$ cat config.mk
export PLATFORM = sky130hd
export DESIGN_NAME = iad_datapath
export DESIGN_NICKNAME = d
export VERILOG_FILES = /design/src/rtl/iad_pkg.sv /design/src/rtl/iad_add_if.sv /design/src/rtl/iad_adder.sv /design/src/rtl/iad_datapath.sv
export VERILOG_INCLUDE_DIRS = /design/src /design/src/rtl
export SDC_FILE = /design/constraint.sdc
export NUM_CORES = 1
export LEC_CHECK = 0
export BUFFER_PORTS_ARGS = -buffer_cell sky130_fd_sc_hd__buf_4
export CAP_MARGIN = 10
export CORE_MARGIN = 3
export CORE_UTILIZATION = 49
export CTS_CLUSTER_DIAMETER = 40
export CTS_CLUSTER_SIZE = 30
export DETAILED_ROUTE_END_ITERATION = 10
export PLACE_DENSITY = 0.9
export SKIP_CTS_REPAIR_TIMING = 1
export SYNTH_ARGS = -nofsm -noshare
export SYNTH_HDL_FRONTEND = slang
export SYNTH_SLANG_ARGS = --single-unit
$ cat constraint.sdc
create_clock -name sys_clk_in -period 3.78 [get_ports sys_clk_in]
set_clock_uncertainty 0.2 [all_clocks]
set_input_delay 0.189 -clock sys_clk_in [delete_from_list [all_inputs] [get_ports sys_clk_in]]
set_output_delay 0.189 -clock sys_clk_in [all_outputs]
set_load 0.005 [all_outputs]
$ cat src/rtl/iad_regs.svh
// field positions, opcodes and reset values of the integer add datapath
//
// How it works
// RULE_01: register add writes dest with the sum
// RULE_02: register add is opcode 0x3a, extended 0x31
// RULE_03: immediate add sign-extends immediate, writes B
// RULE_04: operands and results are 32 bits wide
// RULE_05: accesses use current set unless prefixed
// RULE_06: fetch faults raise the five fetch exceptions
// RULE_07: pc is own address; loads redirect fetch
// RULE_08: bit zero is least significant bit
// RULE_09: immediate add is opcode 0x04, I-type layout
// RULE_10: keep low 32 sum bits, no overflow
`ifndef IAD_REGS_SVH
`define IAD_REGS_SVH

// ***************************************************************
// instruction word fields, bit zero is the lsb
// ***************************************************************
`define IAD_WORD_W 32
`define IAD_OP_LSB 0
`define IAD_OP_MSB 5
`define IAD_IMM_LSB 6
`define IAD_IMM_MSB 21
`define IAD_OPX_LSB 11
`define IAD_OPX_MSB 16
`define IAD_FC_LSB 17
`define IAD_FC_MSB 21
`define IAD_FB_LSB 22
`define IAD_FB_MSB 26
`define IAD_FA_LSB 27
`define IAD_FA_MSB 31

// ***************************************************************
// opcode values
// ***************************************************************
`define IAD_OP_RTYPE 6'h3a
`define IAD_OPX_ADD 6'h31
`define IAD_OP_ADDI 6'h04

// ***************************************************************
// program counter and register set reset
// ***************************************************************
`define IAD_PC_STEP 32'h0000_0004
`define IAD_PC_RESET 32'h0000_0000
`define IAD_SET_RESET 6'h00

`endif
$ cat src/rtl/iad_pkg.sv
// types shared by the integer add datapath
package iad_pkg;

   // ***************************************************************
   // data types
   // ***************************************************************
   typedef logic [31:0] iad_word_type;   // general-purpose register width
   typedef logic [4:0] iad_idx_type;     // register index
   typedef logic [5:0] iad_set_type;     // register set number

   // fetch exception causes, in priority order
   typedef enum logic [2:0]
   {
      IAD_CAUSE_NONE = 3'h0,
      IAD_CAUSE_SUPER_ONLY = 3'h1,
      IAD_CAUSE_FAST_MISS = 3'h2,
      IAD_CAUSE_DOUBLE_MISS = 3'h3,
      IAD_CAUSE_EXEC_VIOL = 3'h4,
      IAD_CAUSE_REGION_VIOL = 3'h5
   } iad_cause_type;

   // sign-extend a 16-bit immediate to full register width
   function automatic iad_word_type iad_sext16(input logic [15:0] imm);
      return {{16{imm[15]}}, imm};
   endfunction : iad_sext16

endpackage : iad_pkg

$ cat src/rtl/iad_add_if.sv
// operand and sum bundle between datapath and adder
`timescale 1ns/100ps
interface iad_add_if;
   logic [31:0] op_a;   // first addend
   logic [31:0] op_b;   // second addend
   logic [31:0] sum;    // wrapped sum

   // side that supplies operands
   modport user (output op_a, output op_b, input sum);
   // side that adds
   modport unit (input op_a, input op_b, output sum);
endinterface : iad_add_if

$ cat src/rtl/iad_adder.sv
// 32-bit wrapping adder shared by both add forms
`timescale 1ns/100ps
module iad_adder
(
   iad_add_if.unit add_port   // operands in, sum out
);
   // ***************************************************************
   // adder
   // ***************************************************************
   // one result serves signed and unsigned use; carry is dropped
   logic [32:0] full_sum;   // sum with carry bit
   assign full_sum = {1'b0, add_port.op_a} + {1'b0, add_port.op_b};  // see RULE_01
   assign add_port.sum = full_sum[31:0];  // see RULE_10
endmodule : iad_adder

$ cat src/rtl/iad_datapath.sv
// integer add datapath between decode and register file
`timescale 1ns/100ps
`include "iad_regs.svh"
module iad_datapath
(
   input wire logic sys_clk_in,
   input wire logic rst_n_in,
   input wire logic instr_valid_in,
   input wire iad_pkg::iad_word_type instr_word_in,
   input wire logic fetch_super_only_in,
   input wire logic fetch_fast_miss_in,
   input wire logic fetch_double_miss_in,
   input wire logic fetch_exec_viol_in,
   input wire logic fetch_region_viol_in,
   input wire iad_pkg::iad_set_type cur_set_in,
   input wire iad_pkg::iad_set_type prev_set_in,
   input wire logic prev_a_sel_in,
   input wire logic prev_b_sel_in,
   input wire iad_pkg::iad_word_type rf_rd_a_data_in,
   input wire iad_pkg::iad_word_type rf_rd_b_data_in,
   input wire logic pc_load_in,
   input wire iad_pkg::iad_word_type pc_load_addr_in,
   output logic [4:0] rf_rd_a_idx_out,
   output logic [4:0] rf_rd_b_idx_out,
   output iad_pkg::iad_set_type rf_rd_a_set_out,
   output iad_pkg::iad_set_type rf_rd_b_set_out,
   output logic rf_wr_en_out,
   output logic [4:0] rf_wr_idx_out,
   output iad_pkg::iad_set_type rf_wr_set_out,
   output iad_pkg::iad_word_type rf_wr_data_out,
   output logic other_op_out,
   output logic exc_valid_out,
   output iad_pkg::iad_cause_type exc_cause_out,
   output iad_pkg::iad_word_type exc_pc_out,
   output iad_pkg::iad_word_type fetch_pc_out
);
   import iad_pkg::*;

   // ***************************************************************
   // field extraction
   // ***************************************************************
   logic [5:0] primary_opcode_field;    // low opcode bits
   logic [5:0] extended_opcode_field;   // r-type function code
   logic [15:0] sixteen_bit_immediate;  // i-type immediate
   iad_idx_type source_reg_a;           // field A
   iad_idx_type source_reg_b;           // field B
   iad_idx_type dest_reg_c;             // field C

   // bit zero of the word is its lsb
   assign primary_opcode_field = instr_word_in[`IAD_OP_MSB:`IAD_OP_LSB];  // see RULE_08
   assign extended_opcode_field = instr_word_in[`IAD_OPX_MSB:`IAD_OPX_LSB];  // see RULE_02
   assign sixteen_bit_immediate = instr_word_in[`IAD_IMM_MSB:`IAD_IMM_LSB];  // see RULE_09
   assign source_reg_a = instr_word_in[`IAD_FA_MSB:`IAD_FA_LSB];  // see RULE_09
   assign source_reg_b = instr_word_in[`IAD_FB_MSB:`IAD_FB_LSB];
   assign dest_reg_c = instr_word_in[`IAD_FC_MSB:`IAD_FC_LSB];  // see RULE_02

   // ***************************************************************
   // decode
   // ***************************************************************
   logic is_add;     // register add selected
   logic is_addi;    // immediate add selected
   logic fault_any;  // some fetch fault present

   // r-type add needs both opcode fields
   assign is_add = instr_valid_in && primary_opcode_field == `IAD_OP_RTYPE
                   && extended_opcode_field == `IAD_OPX_ADD;  // see RULE_02
   // i-type add needs only the primary field
   assign is_addi = instr_valid_in && primary_opcode_field == `IAD_OP_ADDI;  // see RULE_09
   assign fault_any = fetch_super_only_in | fetch_fast_miss_in | fetch_double_miss_in
                      | fetch_exec_viol_in | fetch_region_viol_in;

   // ***************************************************************
   // fetch exception cause
   // ***************************************************************
   iad_cause_type cause_nxt;  // highest priority fault

   // fixed priority among simultaneous faults
   always_comb
   begin
      if (fetch_super_only_in)
         cause_nxt = IAD_CAUSE_SUPER_ONLY;  // see RULE_06
      else if (fetch_fast_miss_in)
         cause_nxt = IAD_CAUSE_FAST_MISS;
      else if (fetch_double_miss_in)
         cause_nxt = IAD_CAUSE_DOUBLE_MISS;
      else if (fetch_exec_viol_in)
         cause_nxt = IAD_CAUSE_EXEC_VIOL;
      else if (fetch_region_viol_in)
         cause_nxt = IAD_CAUSE_REGION_VIOL;
      else
         cause_nxt = IAD_CAUSE_NONE;
   end

   // ***************************************************************
   // register file read side
   // ***************************************************************
   // reads go to the current set unless the prefix marks them
   assign rf_rd_a_idx_out = source_reg_a;
   assign rf_rd_b_idx_out = source_reg_b;
   assign rf_rd_a_set_out = prev_a_sel_in ? prev_set_in : cur_set_in;  // see RULE_05
   assign rf_rd_b_set_out = prev_b_sel_in ? prev_set_in : cur_set_in;  // see RULE_05

   // ***************************************************************
   // adder
   // ***************************************************************
   iad_add_if add_bus ();  // operands to the adder

   // second addend is the register or the widened immediate
   assign add_bus.op_a = rf_rd_a_data_in;
   assign add_bus.op_b = is_addi ? iad_sext16(sixteen_bit_immediate)  // see RULE_03
                                 : rf_rd_b_data_in;  // see RULE_04

   iad_adder u_adder
   (
      .add_port(add_bus)
   );

   // ***************************************************************
   // write-back registers
   // ***************************************************************
   logic wr_en_r;            // write strobe
   iad_idx_type wr_idx_r;    // destination index
   iad_set_type wr_set_r;    // destination set
   iad_word_type wr_data_r;  // destination value
   logic other_op_r;         // valid word that is no add

   // write strobe: an add without a fetch fault
   always_ff @(posedge sys_clk_in)
   begin
      if (!rst_n_in)
         wr_en_r <= 1'b0;
      else
         wr_en_r <= (is_add || is_addi) && !fault_any;  // see RULE_06
   end

   // destination index, set and value
   always_ff @(posedge sys_clk_in)
   begin
      if (!rst_n_in)
      begin
         wr_idx_r <= 5'h00;
         wr_set_r <= `IAD_SET_RESET;
         wr_data_r <= 32'h0000_0000;
      end
      else if (is_add || is_addi)
      begin
         // register add writes C, immediate add writes B
         wr_idx_r <= is_add ? dest_reg_c : source_reg_b;  // see RULE_01
         // results always land in the current set
         wr_set_r <= cur_set_in;  // see RULE_05
         wr_data_r <= add_bus.sum;  // see RULE_03
      end
   end

   // flag words for other execution units
   always_ff @(posedge sys_clk_in)
   begin
      if (!rst_n_in)
         other_op_r <= 1'b0;
      else
         other_op_r <= instr_valid_in && !is_add && !is_addi && !fault_any;
   end

   // ***************************************************************
   // fetch exception report
   // ***************************************************************
   iad_word_type pc_r;        // address of word now offered
   logic exc_valid_r;         // exception pulse
   iad_cause_type exc_cause_r;  // reported cause
   iad_word_type exc_pc_r;    // address of faulting word

   // any fetched word may fault, whatever its opcode
   always_ff @(posedge sys_clk_in)
   begin
      if (!rst_n_in)
      begin
         exc_valid_r <= 1'b0;
         exc_cause_r <= IAD_CAUSE_NONE;
         exc_pc_r <= `IAD_PC_RESET;
      end
      else
      begin
         exc_valid_r <= instr_valid_in && fault_any;  // see RULE_06
         if (instr_valid_in && fault_any)
         begin
            exc_cause_r <= cause_nxt;  // see RULE_06
            exc_pc_r <= pc_r;  // see RULE_07
         end
      end
   end

   // ***************************************************************
   // program counter
   // ***************************************************************
   // a load redirects fetch; a retired word steps on
   always_ff @(posedge sys_clk_in)
   begin
      if (!rst_n_in)
         pc_r <= `IAD_PC_RESET;
      else if (pc_load_in)
         pc_r <= pc_load_addr_in;  // see RULE_07
      else if (instr_valid_in && !fault_any)
         pc_r <= pc_r + `IAD_PC_STEP;
   end

   // ***************************************************************
   // outputs
   // ***************************************************************
   assign rf_wr_en_out = wr_en_r;
   assign rf_wr_idx_out = wr_idx_r;
   assign rf_wr_set_out = wr_set_r;
   assign rf_wr_data_out = wr_data_r;
   assign other_op_out = other_op_r;
   assign exc_valid_out = exc_valid_r;
   assign exc_cause_out = exc_cause_r;
   assign exc_pc_out = exc_pc_r;
   assign fetch_pc_out = pc_r;
endmodule : iad_datapath

==> flow_metrics.tcl, run 1 <==
set metrics [dict create \
    status "finished with violations" \
    violations "hold timing" \
    start_util_pct 51.20 \
    core-area_um2 13510 \
    final_util_pct 75.64 \
    relSlewSlack_pct 30.43 \
    path_clk_slew_ns 0.06 \
    htree_levels 4 \
    hp-start "instr_word_in[23]" \
    drt-initial-drc-count 678 \
    r2r-start "fetch_pc_out[9]$_SDFFE_PN0N_" \
    cp-startpoint "instr_word_in[21]" \
    hold_ws_ns -0.02182 \
    clkSinkCount 113 \
    avgSynthCellArea_um2 8.261 \
    grt_max_degree 76 \
    grt_pass1_vias 7150 \
    startpoint_type "input pin" \
    synth_most_common_cell "nand2_1" \
    cts_tree "done" \
    final_hold_viol_count 1 \
    cts_buffers 17 \
    cp_max_fo 17 \
    vias 7800 \
    whs_path_depth 4 \
    fill_cells 871 \
    drive_above_1_share_pct 31.80 \
    io_buffers 275 \
    rsz0062_at_grt "no" \
    dpl.cell_count 1245 \
    peakVddDrop_v 0.0003489 \
    dp_slack_ns 0.1776 \
    drtPass1Iterations 5 \
    postSynth.asyncResetShare_pct 0 \
    synthToLayoutAreaGrowth_pct 47.76 \
    p_leak_nw 4.782 \
    cap_viol_max_count 0 \
    grt_first_pass_wirelength_mm 37.82 \
    track_usage_pct 29.83 \
    synthCells 837 \
    synth_top_area_share_pct 32.72 \
    dp_hpwl_mm 17.90 \
    setup_viol 0 \
    r2r_slack_ns 1.28 \
    synth_edf_count 0 \
    ys_types 66 \
    fp-row-count 42 \
    fin_cells 1333 \
    setup_tns_ns 0 \
    routedWlPerCell_um 19.81 \
    postRouteWirelength_mm 26.41 \
    criticalPathCategory "in2reg" \
    ys_ff_latch 113 \
    grt_antenna_before_repair 1 \
    hp-class "in2reg" \
    finalNetCount 1325 \
    gp_congestion 0.9367 \
    die-area_um2 15570 \
    yosysSeqAreaShare_pct 32.72 \
    period_needed_ns 3.217 \
    r2r-end "fetch_pc_out[22]$_SDFFE_PN0N_" \
    syn_nets 1021 \
    required_ns 3.90 \
    power_density_nw_per_um2 378.1 \
    die_x_um 124.8 \
    holdPathEnd "rf_wr_idx_out[1]$_SDFFE_PN0P_" \
    die_h_um 124.8 \
    reg2reg_depth 7 \
    netlist_top_cells_count "nand2_1 (153), dfxtp_1 (113), o21ai_0 (61)" \
    yosys-top-cells-area "dfxtp_1 (33%), nand2_1 (8.3%), ha_1 (5.8%)" \
    io_pins 286 \
    cp.arrival_ns 3.33 \
    netlist_area_um2 6914 \
    ant_nets 0 \
    final-max-slew-violation-count 0 \
    setup_ws_ns 0.5634 \
    max_freq_mhz 310.9 \
    drcViolationCount 0 \
    fin_crit_sh_pct 85.10 \
    grt-ovfl-total 0 \
    clk_root_buffer_cell "clkbuf_16" \
    yosys.area.top_type "dfxtp_1" \
    synth_ff_type "dfxtp_1" \
    end_kind "register" \
    ys_warn_count 0 \
    viasPerCell 5.851 \
    clk_latency_ns 0.42 \
    cts.path.max_buffers 2 \
    max_slew.worst_pin.slew_ns 1.044 \
]
## kinds of logic after synthesis
logic type / after synthesis / synth area share (%)
DFF: 113 / 32.72
and+or+nand+nor: 300 / 20.97
muxes: 40 / 6.370
AOI/OAI and AO/OA: 231 / 22.39
buffers and inverters: 67 / 4.759
adders and majority gates: 33 / 6.080
xor gates and xnor gates: 53 / 6.714
## state kept, by name (all words and copies together) (netlist names)
register / cells
exc_valid_out: 1
rf_wr_idx_out: 5
other_op_out: 1
rf_wr_set_out: 6
exc_pc_out: 32
exc_cause_out: 3
rf_wr_data_out: 32
fetch_pc_out: 32
rf_wr_en_out: 1
## worst max-delay path by stage
stage	endpoint	slack [ns]	cells past startpoint
2_1_floorplan	rf_wr_data_out[30]$_SDFFE_PN0P_	0.44	15
3_3_place_gp	rf_wr_data_out[30]$_SDFFE_PN0P_	0.23	15
3_5_place_dp	rf_wr_data_out[29]$_SDFFE_PN0P_	0.18	13
4_1_cts	rf_wr_data_out[30]$_SDFFE_PN0P_	0.61	15
5_1_grt	rf_wr_data_out[29]$_SDFFE_PN0P_	0.29	13
6_report	rf_wr_data_out[28]$_SDFFE_PN0P_	0.56	13
## worst max-delay path: stages
cell           delay [ns]
dlygate4sd3_1        0.54
buf_4                0.16
and4_1               0.16
buf_4                0.19
a21o_1               0.17
ha_1                 0.35
a21oi_2              0.23
o21a_1               0.22
o21ai_2              0.08
a221oi_2             0.29
a221oi_1             0.14
or3_1                0.35
a32o_1               0.24
## layout make-up
| type | instances | area [um^2] | share of cell area, % |
|---|---|---|---|
| clock inverters | 14 | 229.0 | 2.241 |
| multi-input cells | 657 | 4328 | 42.36 |
| flip-flops and latches | 113 | 2262 | 22.14 |
| clock buffers | 18 | 439.2 | 4.299 |
| repair buffers | 340 | 2685 | 26.28 |
| well taps | 176 | 220.2 | 2.156 |
| inverters | 12 | 45.04 | 0.4409 |
| diodes | 3 | 7.507 | 0.07348 |
## power by group
part           switching, mW  internal, mW
logic                  0.373         0.385
clock network          0.631          1.20
registers             0.0454          1.23
total                   1.05          2.81
## per-layer routing
metal | up-vias | part of all wire [%] | global-route usage [%]
li1 | 3564 | - | -
met2 | 491 | 49 | 52.48
met3 | 71 | 9.0 | 6.389
met5 | - | 0 | 0
met4 | 0 | 3.1 | 9.736
met1 | 3674 | 38 | 36.13
## placed cells by master (no fill, tap or decap), drive strengths merged, types with 11 or more instances in the layout
cell type	n
mux2	29
ha	32
inv	15
dlygate4sd3	53
and2	25
dfxtp	113
xor2	36
nand4	20
and3	15
mux2i	11
nand3	23
a21o	32
clkbuf	18
o21ai	71
a21oi	42
nor2	27
buf	287
xnor2	17
nand2	153
a21boi	34
## metrics by stage
stage / power, mW / area (um^2) / hold slack, ns
floorplan: 1.683 / 6914 / 0.1216
global placement: 1.975 / 9010 / 0.1780
detailed placement: 1.983 / 9010 / 0.1780
CTS: 3.793 / 9678 / -0.2050
global route: 3.986 / 10210 / 0.009477
finish: 3.863 / 10220 / -0.02182
Note: power is estimated with default switching activity, not from simulation.
==> inputs of run 2 (changes only) <==
- MAX_ROUTING_LAYER: default -> met4
==> run 2 against run 1 <==
The run still ends with hold timing left. Sequential share of layout area increased by 0.16 points. Via count decreased by 0.99%. Global-route usage decreased by 0.22 points. Largest power group unchanged.
==> flow_metrics.tcl, run 2 (synthesized netlist as in run 1, its figures left out) <==
set metrics [dict create \
    placed_cell_area_um2 9010 \
    drtPass1Iterations 8 \
    final_area_um2 10140 \
    period_needed_ns 3.382 \
    grt_max_degree 77 \
    die-area_um2 15570 \
    track_usage_pct 29.61 \
    power_density_nw_per_um2 358.4 \
    r2r-end "fetch_pc_out[19]$_SDFFE_PN0N_" \
    peakVddDrop_v 0.0003360 \
    cp-startpoint "instr_word_in[3]" \
    criticalPathCategory "in2reg" \
    gr-usage-met1_pct 36.01 \
    grt_pass1_vias 6932 \
    cp.arrival_ns 3.47 \
    num_antenna_cells 0 \
    cp_max_fo 28 \
    start_util_pct 51.20 \
    power.total_mw 3.634 \
    max_slew.worst_pin.slew_ns 0.7410 \
    cts_buffers 17 \
    gp_congestion 0.9210 \
    r2r-start "fetch_pc_out[9]$_SDFFE_PN0N_" \
    die_h_um 124.8 \
    viasPerCell 5.802 \
    required_ns 3.86 \
    cts.path.max_buffers 2 \
    relSlewSlack_pct 50.48 \
    io_pins 286 \
    final_hold_viol_count 1 \
    max_freq_mhz 295.7 \
    vias 7723 \
    grt-ovfl-total 0 \
    cap_viol_max_count 0 \
    grt_use_met3_pct 5.617 \
    status "finished with violations" \
    routedWlPerCell_um 19.55 \
    drt-initial-drc-count 808 \
    hp-class "in2reg" \
    top_usage_layer "met2" \
    clk_latency_ns 0.41 \
    grt_antenna_before_repair 0 \
    postRouteWirelength_mm 26.02 \
    dp_hpwl_mm 17.75 \
    reg2reg_depth 7 \
    fp-row-count 42 \
    grt_first_pass_wirelength_mm 36.56 \
    final_cell_mix "buf_4 (287), nand2_1 (153), dfxtp_1 (113)" \
    die_x_um 124.8 \
    path_clk_slew_ns 0.05 \
    startpoint_type "input pin" \
    fin_crit_sh_pct 89.48 \
    rsz0062_at_grt "no" \
    met2_usage_pct 49.36 \
    synthToLayoutAreaGrowth_pct 46.67 \
    final_common_cell "buf_4" \
    r2r_slack_ns 1.22 \
    setup_tns_ns 0 \
    fill_cells 909 \
    finalNetCount 1326 \
    clkSinkCount 113 \
    end_kind "register" \
    crit_end "rf_wr_data_out[29]$_SDFFE_PN0P_" \
    htree_levels 4 \
    drive_above_1_share_pct 31.69 \
    drcViolationCount 0 \
    ant_nets 0 \
    cts_tree "done" \
    io_buffers 275 \
    p_leak_nw 4.756 \
    core-area_um2 13510 \
    setup_viol 0 \
    final-max-slew-violation-count 0 \
    clk_root_buffer_cell "clkbuf_16" \
    violations "hold timing" \
    hold_ws_ns -0.03314 \
]
==> run 2: cell types whose count changed in the layout (fill, tap and decap cells not counted), sizes merged <==
cell | previous run | this run
diode | 3 | 0
clkbuf | 18 | 20
bufinv | 5 | 2
dlygate4sd3 | 53 | 54
clkinv | 4 | 7
inv | 15 | 13
==> run 2: where the power goes <==
group / internal, mW / leakage [nW] / total, mW / switching [mW]
clock network: 1.01 / 0.286 / 1.61 / 0.600
logic: 0.384 / 3.55 / 0.753 / 0.369
registers: 1.23 / 0.920 / 1.27 / 0.0449
total: 2.62 / 4.76 / 3.63 / 1.01
==> run 2: area by class of cell <==
type / instances / area (um^2) / share of cell area (%)
multi-input cells: 657 / 4328 / 42.68
repair buffers: 341 / 2695 / 26.58
flip-flops and latches: 113 / 2262 / 22.31
clock buffers: 20 / 456.7 / 4.503
well taps: 176 / 220.2 / 2.171
clock inverters: 12 / 133.9 / 1.320
inverters: 12 / 45.04 / 0.4442
==> run 2: critical path, cell delays in order <==
cell and delay [ns]:
buf_4 0.12, nor4b_2 0.37, nand3_2 0.13, buf_4 0.26
mux2_2 0.32, ha_1 0.36, a21oi_1 0.24, o22ai_1 0.12
a211oi_1 0.32, a31oi_1 0.20, o211ai_1 0.35, o21ai_1 0.14
mux2_1 0.34
==> run 2: worst min path at each step <==
stage | start | end | slack [ns] | cells past startpoint
final | fetch_exec_viol_in | exc_cause_out[2]$_SDFFE_PN0P_ | -0.03 | 3
after global routing | fetch_exec_viol_in | exc_cause_out[2]$_SDFFE_PN0P_ | 0.007 | 3
after CTS | pc_load_addr_in[12] | fetch_pc_out[12]$_SDFFE_PN0N_ | -0.20 | 2
after detailed placement | instr_word_in[28] | rf_rd_a_idx_out[1] | 0.18 | 0
after global placement | instr_word_in[28] | rf_rd_a_idx_out[1] | 0.18 | 0
after floorplan | cur_set_in[0] | rf_wr_set_out[0]$_SDFFE_PN0P_ | 0.12 | 1
==> run 2: routing by layer <==
metal / wire, um / up-vias
li1: - / 3571
met1: 10020 / 3612
met2: 12890 / 464
met3: 2344 / 76
met4: 766 / 0
met5: 0 / -
==> run 2: per-stage QoR <==
| stage | instances | worst slack, ns | utilization [%] |
|---|---|---|---|
| 6_report | 1331 | 0.3977 | 75.09 |
| 5_1_grt | 1331 | 0.1851 | 75.09 |
| 4_1_cts | 1277 | 0.5005 | 71.09 |
| 3_5_place_dp | 1245 | 0.1246 | 66.71 |
| 3_3_place_gp | 1245 | 0.2591 | 66.71 |
| 2_1_floorplan | 837 | 0.4418 | - |
==> inputs of run 3 (changes only) <==
- CORE_ASPECT_RATIO: default -> 1.5
- REMOVE_ABC_BUFFERS: default -> 1
==> run 3 against run 2 <==
The run still ends with hold timing left. Fmax rose by 2.9%. Combinational power decreased by 1%. Cell count fell by 0.75%. Highest routed layer unchanged. First-iteration DRC count is 60% lower. Die area is 0.19% higher. Design area increased by 0.80%. Critical path type unchanged.
==> flow_metrics.tcl, run 3 (synthesized netlist as in run 1, its figures left out) <==
set metrics [dict create \
    status "finished with violations" \
    violations "hold timing" \
    final_cell_mix "buf_4 (284), nand2_1 (153), dfxtp_1 (113)" \
    setup_tns_ns 0 \
    core-area_um2 13660 \
    cp_slowest_cell "o211ai_1" \
    power_density_nw_per_um2 367.8 \
    drcViolationCount 0 \
    clk_root_buffer_cell "clkbuf_16" \
    htree_levels 4 \
    cts_tree "done" \
    die_h_um 151.5 \
    startpoint_type "input pin" \
    r2r-end "fetch_pc_out[19]$_SDFFE_PN0N_" \
    gr-usage-met1_pct 30.27 \
    period_needed_ns 3.286 \
    start_util_pct 50.60 \
    drive_above_1_share_pct 31.41 \
    postRouteWirelength_mm 24.15 \
    path_clk_slew_ns 0.06 \
    synthToLayoutAreaGrowth_pct 47.85 \
    end_kind "register" \
    final-max-slew-violation-count 0 \
    grt_max_degree 66 \
    cp.arrival_ns 3.38 \
    whs_path_depth 3 \
    die-area_um2 15600 \
    criticalPathCategory "in2reg" \
    num_antenna_cells 0 \
    grt_use_met3_pct 4.260 \
    required_ns 3.87 \
    final_common_cell "buf_4" \
    io_pins 286 \
    relSlewSlack_pct 51.89 \
    setup_viol 0 \
    hp-class "in2reg" \
    final_hold_viol_count 1 \
    holdPathEnd "rf_wr_en_out$_SDFF_PN0_" \
    drt-initial-drc-count 323 \
    cpPeakStageDelay_ns 0.39 \
    power.total_mw 3.759 \
    rsz0062_at_grt "no" \
    cap_viol_max_count 0 \
    io_buffers 275 \
    r2r-start "fetch_pc_out[9]$_SDFFE_PN0N_" \
    peakVddDrop_v 0.0002679 \
    finalNetCount 1330 \
    grt_pass1_vias 7107 \
    fin_crit_sh_pct 86.93 \
    die_x_um 103.0 \
    final_area_um2 10220 \
    top_usage_layer "met2" \
    ant_nets 0 \
    cts_buffers 17 \
    max_slew.worst_pin.slew_ns 0.7195 \
    track_usage_pct 27.44 \
    cp_max_fo 39 \
    dp_hpwl_mm 16.54 \
    max_freq_mhz 304.3 \
    clk_latency_ns 0.41 \
    hold_ws_ns -0.003248 \
    routedWlPerCell_um 18.28 \
    gp_congestion 0.9387 \
    cts.path.max_buffers 2 \
    clkSinkCount 113 \
    met2_usage_pct 48.30 \
    reg2reg_depth 7 \
    fp-row-count 52 \
    crit_chain "buf_4 > nor4b_2 > nand3_2 > buf_12 > mux2_2 > ha_1 > a21oi_1 > o22ai_1 > a211oi_1 > a31oi_1 > o211ai_1 > o21ai_1 > mux2_1" \
    p_leak_nw 4.808 \
    r2r_slack_ns 1.21 \
    drtPass1Iterations 7 \
    viasPerCell 5.774 \
    vias 7627 \
    grt_antenna_before_repair 0 \
    placed_cell_area_um2 8990 \
    grt-ovfl-total 0 \
    hp-start "fetch_exec_viol_in" \
    grt_first_pass_wirelength_mm 33.31 \
]
==> run 3: report_power, final <==
group	internal [mW]	switching (mW)
sequential	1.23	0.0401
combinational	0.387	0.358
clock	1.12	0.629
==> run 3: layout make-up <==
| class | count | area (um^2) |
|---|---|---|
| clock inverters | 14 | 202.7 |
| fillers | 933 | 3441 |
| flip-flops and latches | 113 | 2262 |
| inverters | 12 | 45.04 |
| well taps | 162 | 202.7 |
| repair buffers | 345 | 2753 |
| clock buffers | 18 | 429.2 |
| multi-input cells | 657 | 4328 |
==> run 3: how the worst max path moves through the flow <==
stage,from,to,slack (ns)
finish,instr_word_in[3],rf_wr_data_out[29]$_SDFFE_PN0P_,0.49
detailed placement,instr_word_in[3],rf_wr_data_out[29]$_SDFFE_PN0P_,0.18
global placement,instr_word_in[3],rf_wr_data_out[29]$_SDFFE_PN0P_,0.22
floorplan,instr_word_in[3],rf_wr_data_out[28]$_SDFFE_PN0P_,-0.15
global route,instr_word_in[3],rf_wr_data_out[29]$_SDFFE_PN0P_,0.37
CTS,instr_word_in[3],rf_wr_data_out[29]$_SDFFE_PN0P_,0.60
==> run 3: critical path, delay by kind of cell <==
family	cells	cell delay (ns)
and+or+nand+nor	2	0.46
buffers and inverters	2	0.31
muxes	2	0.61
adders and majority gates	1	0.36
AOI/OAI and AO/OA	6	1.40
==> run 3: metrics by stage <==
stage / setup WS, ns / utilization [%] / hold WS, ns / cells
2_1_floorplan: -0.1513 / - / 0.1051 / 782
3_3_place_gp: 0.2160 / 65.80 / 0.1780 / 1229
3_5_place_dp: 0.1770 / 65.80 / 0.1780 / 1229
4_1_cts: 0.5997 / 70.42 / -0.2027 / 1261
5_1_grt: 0.3726 / 74.82 / 0.01435 / 1321
6_report: 0.4939 / 74.82 / -0.003248 / 1321
==> run 3: layer usage <==
layer | wire length [um] | vias to the layer above
li1 | - | 3576
met1 | 8869 | 3563
met2 | 12670 | 422
met3 | 1836 | 66
met4 | 777 | 0
met5 | 0 | -
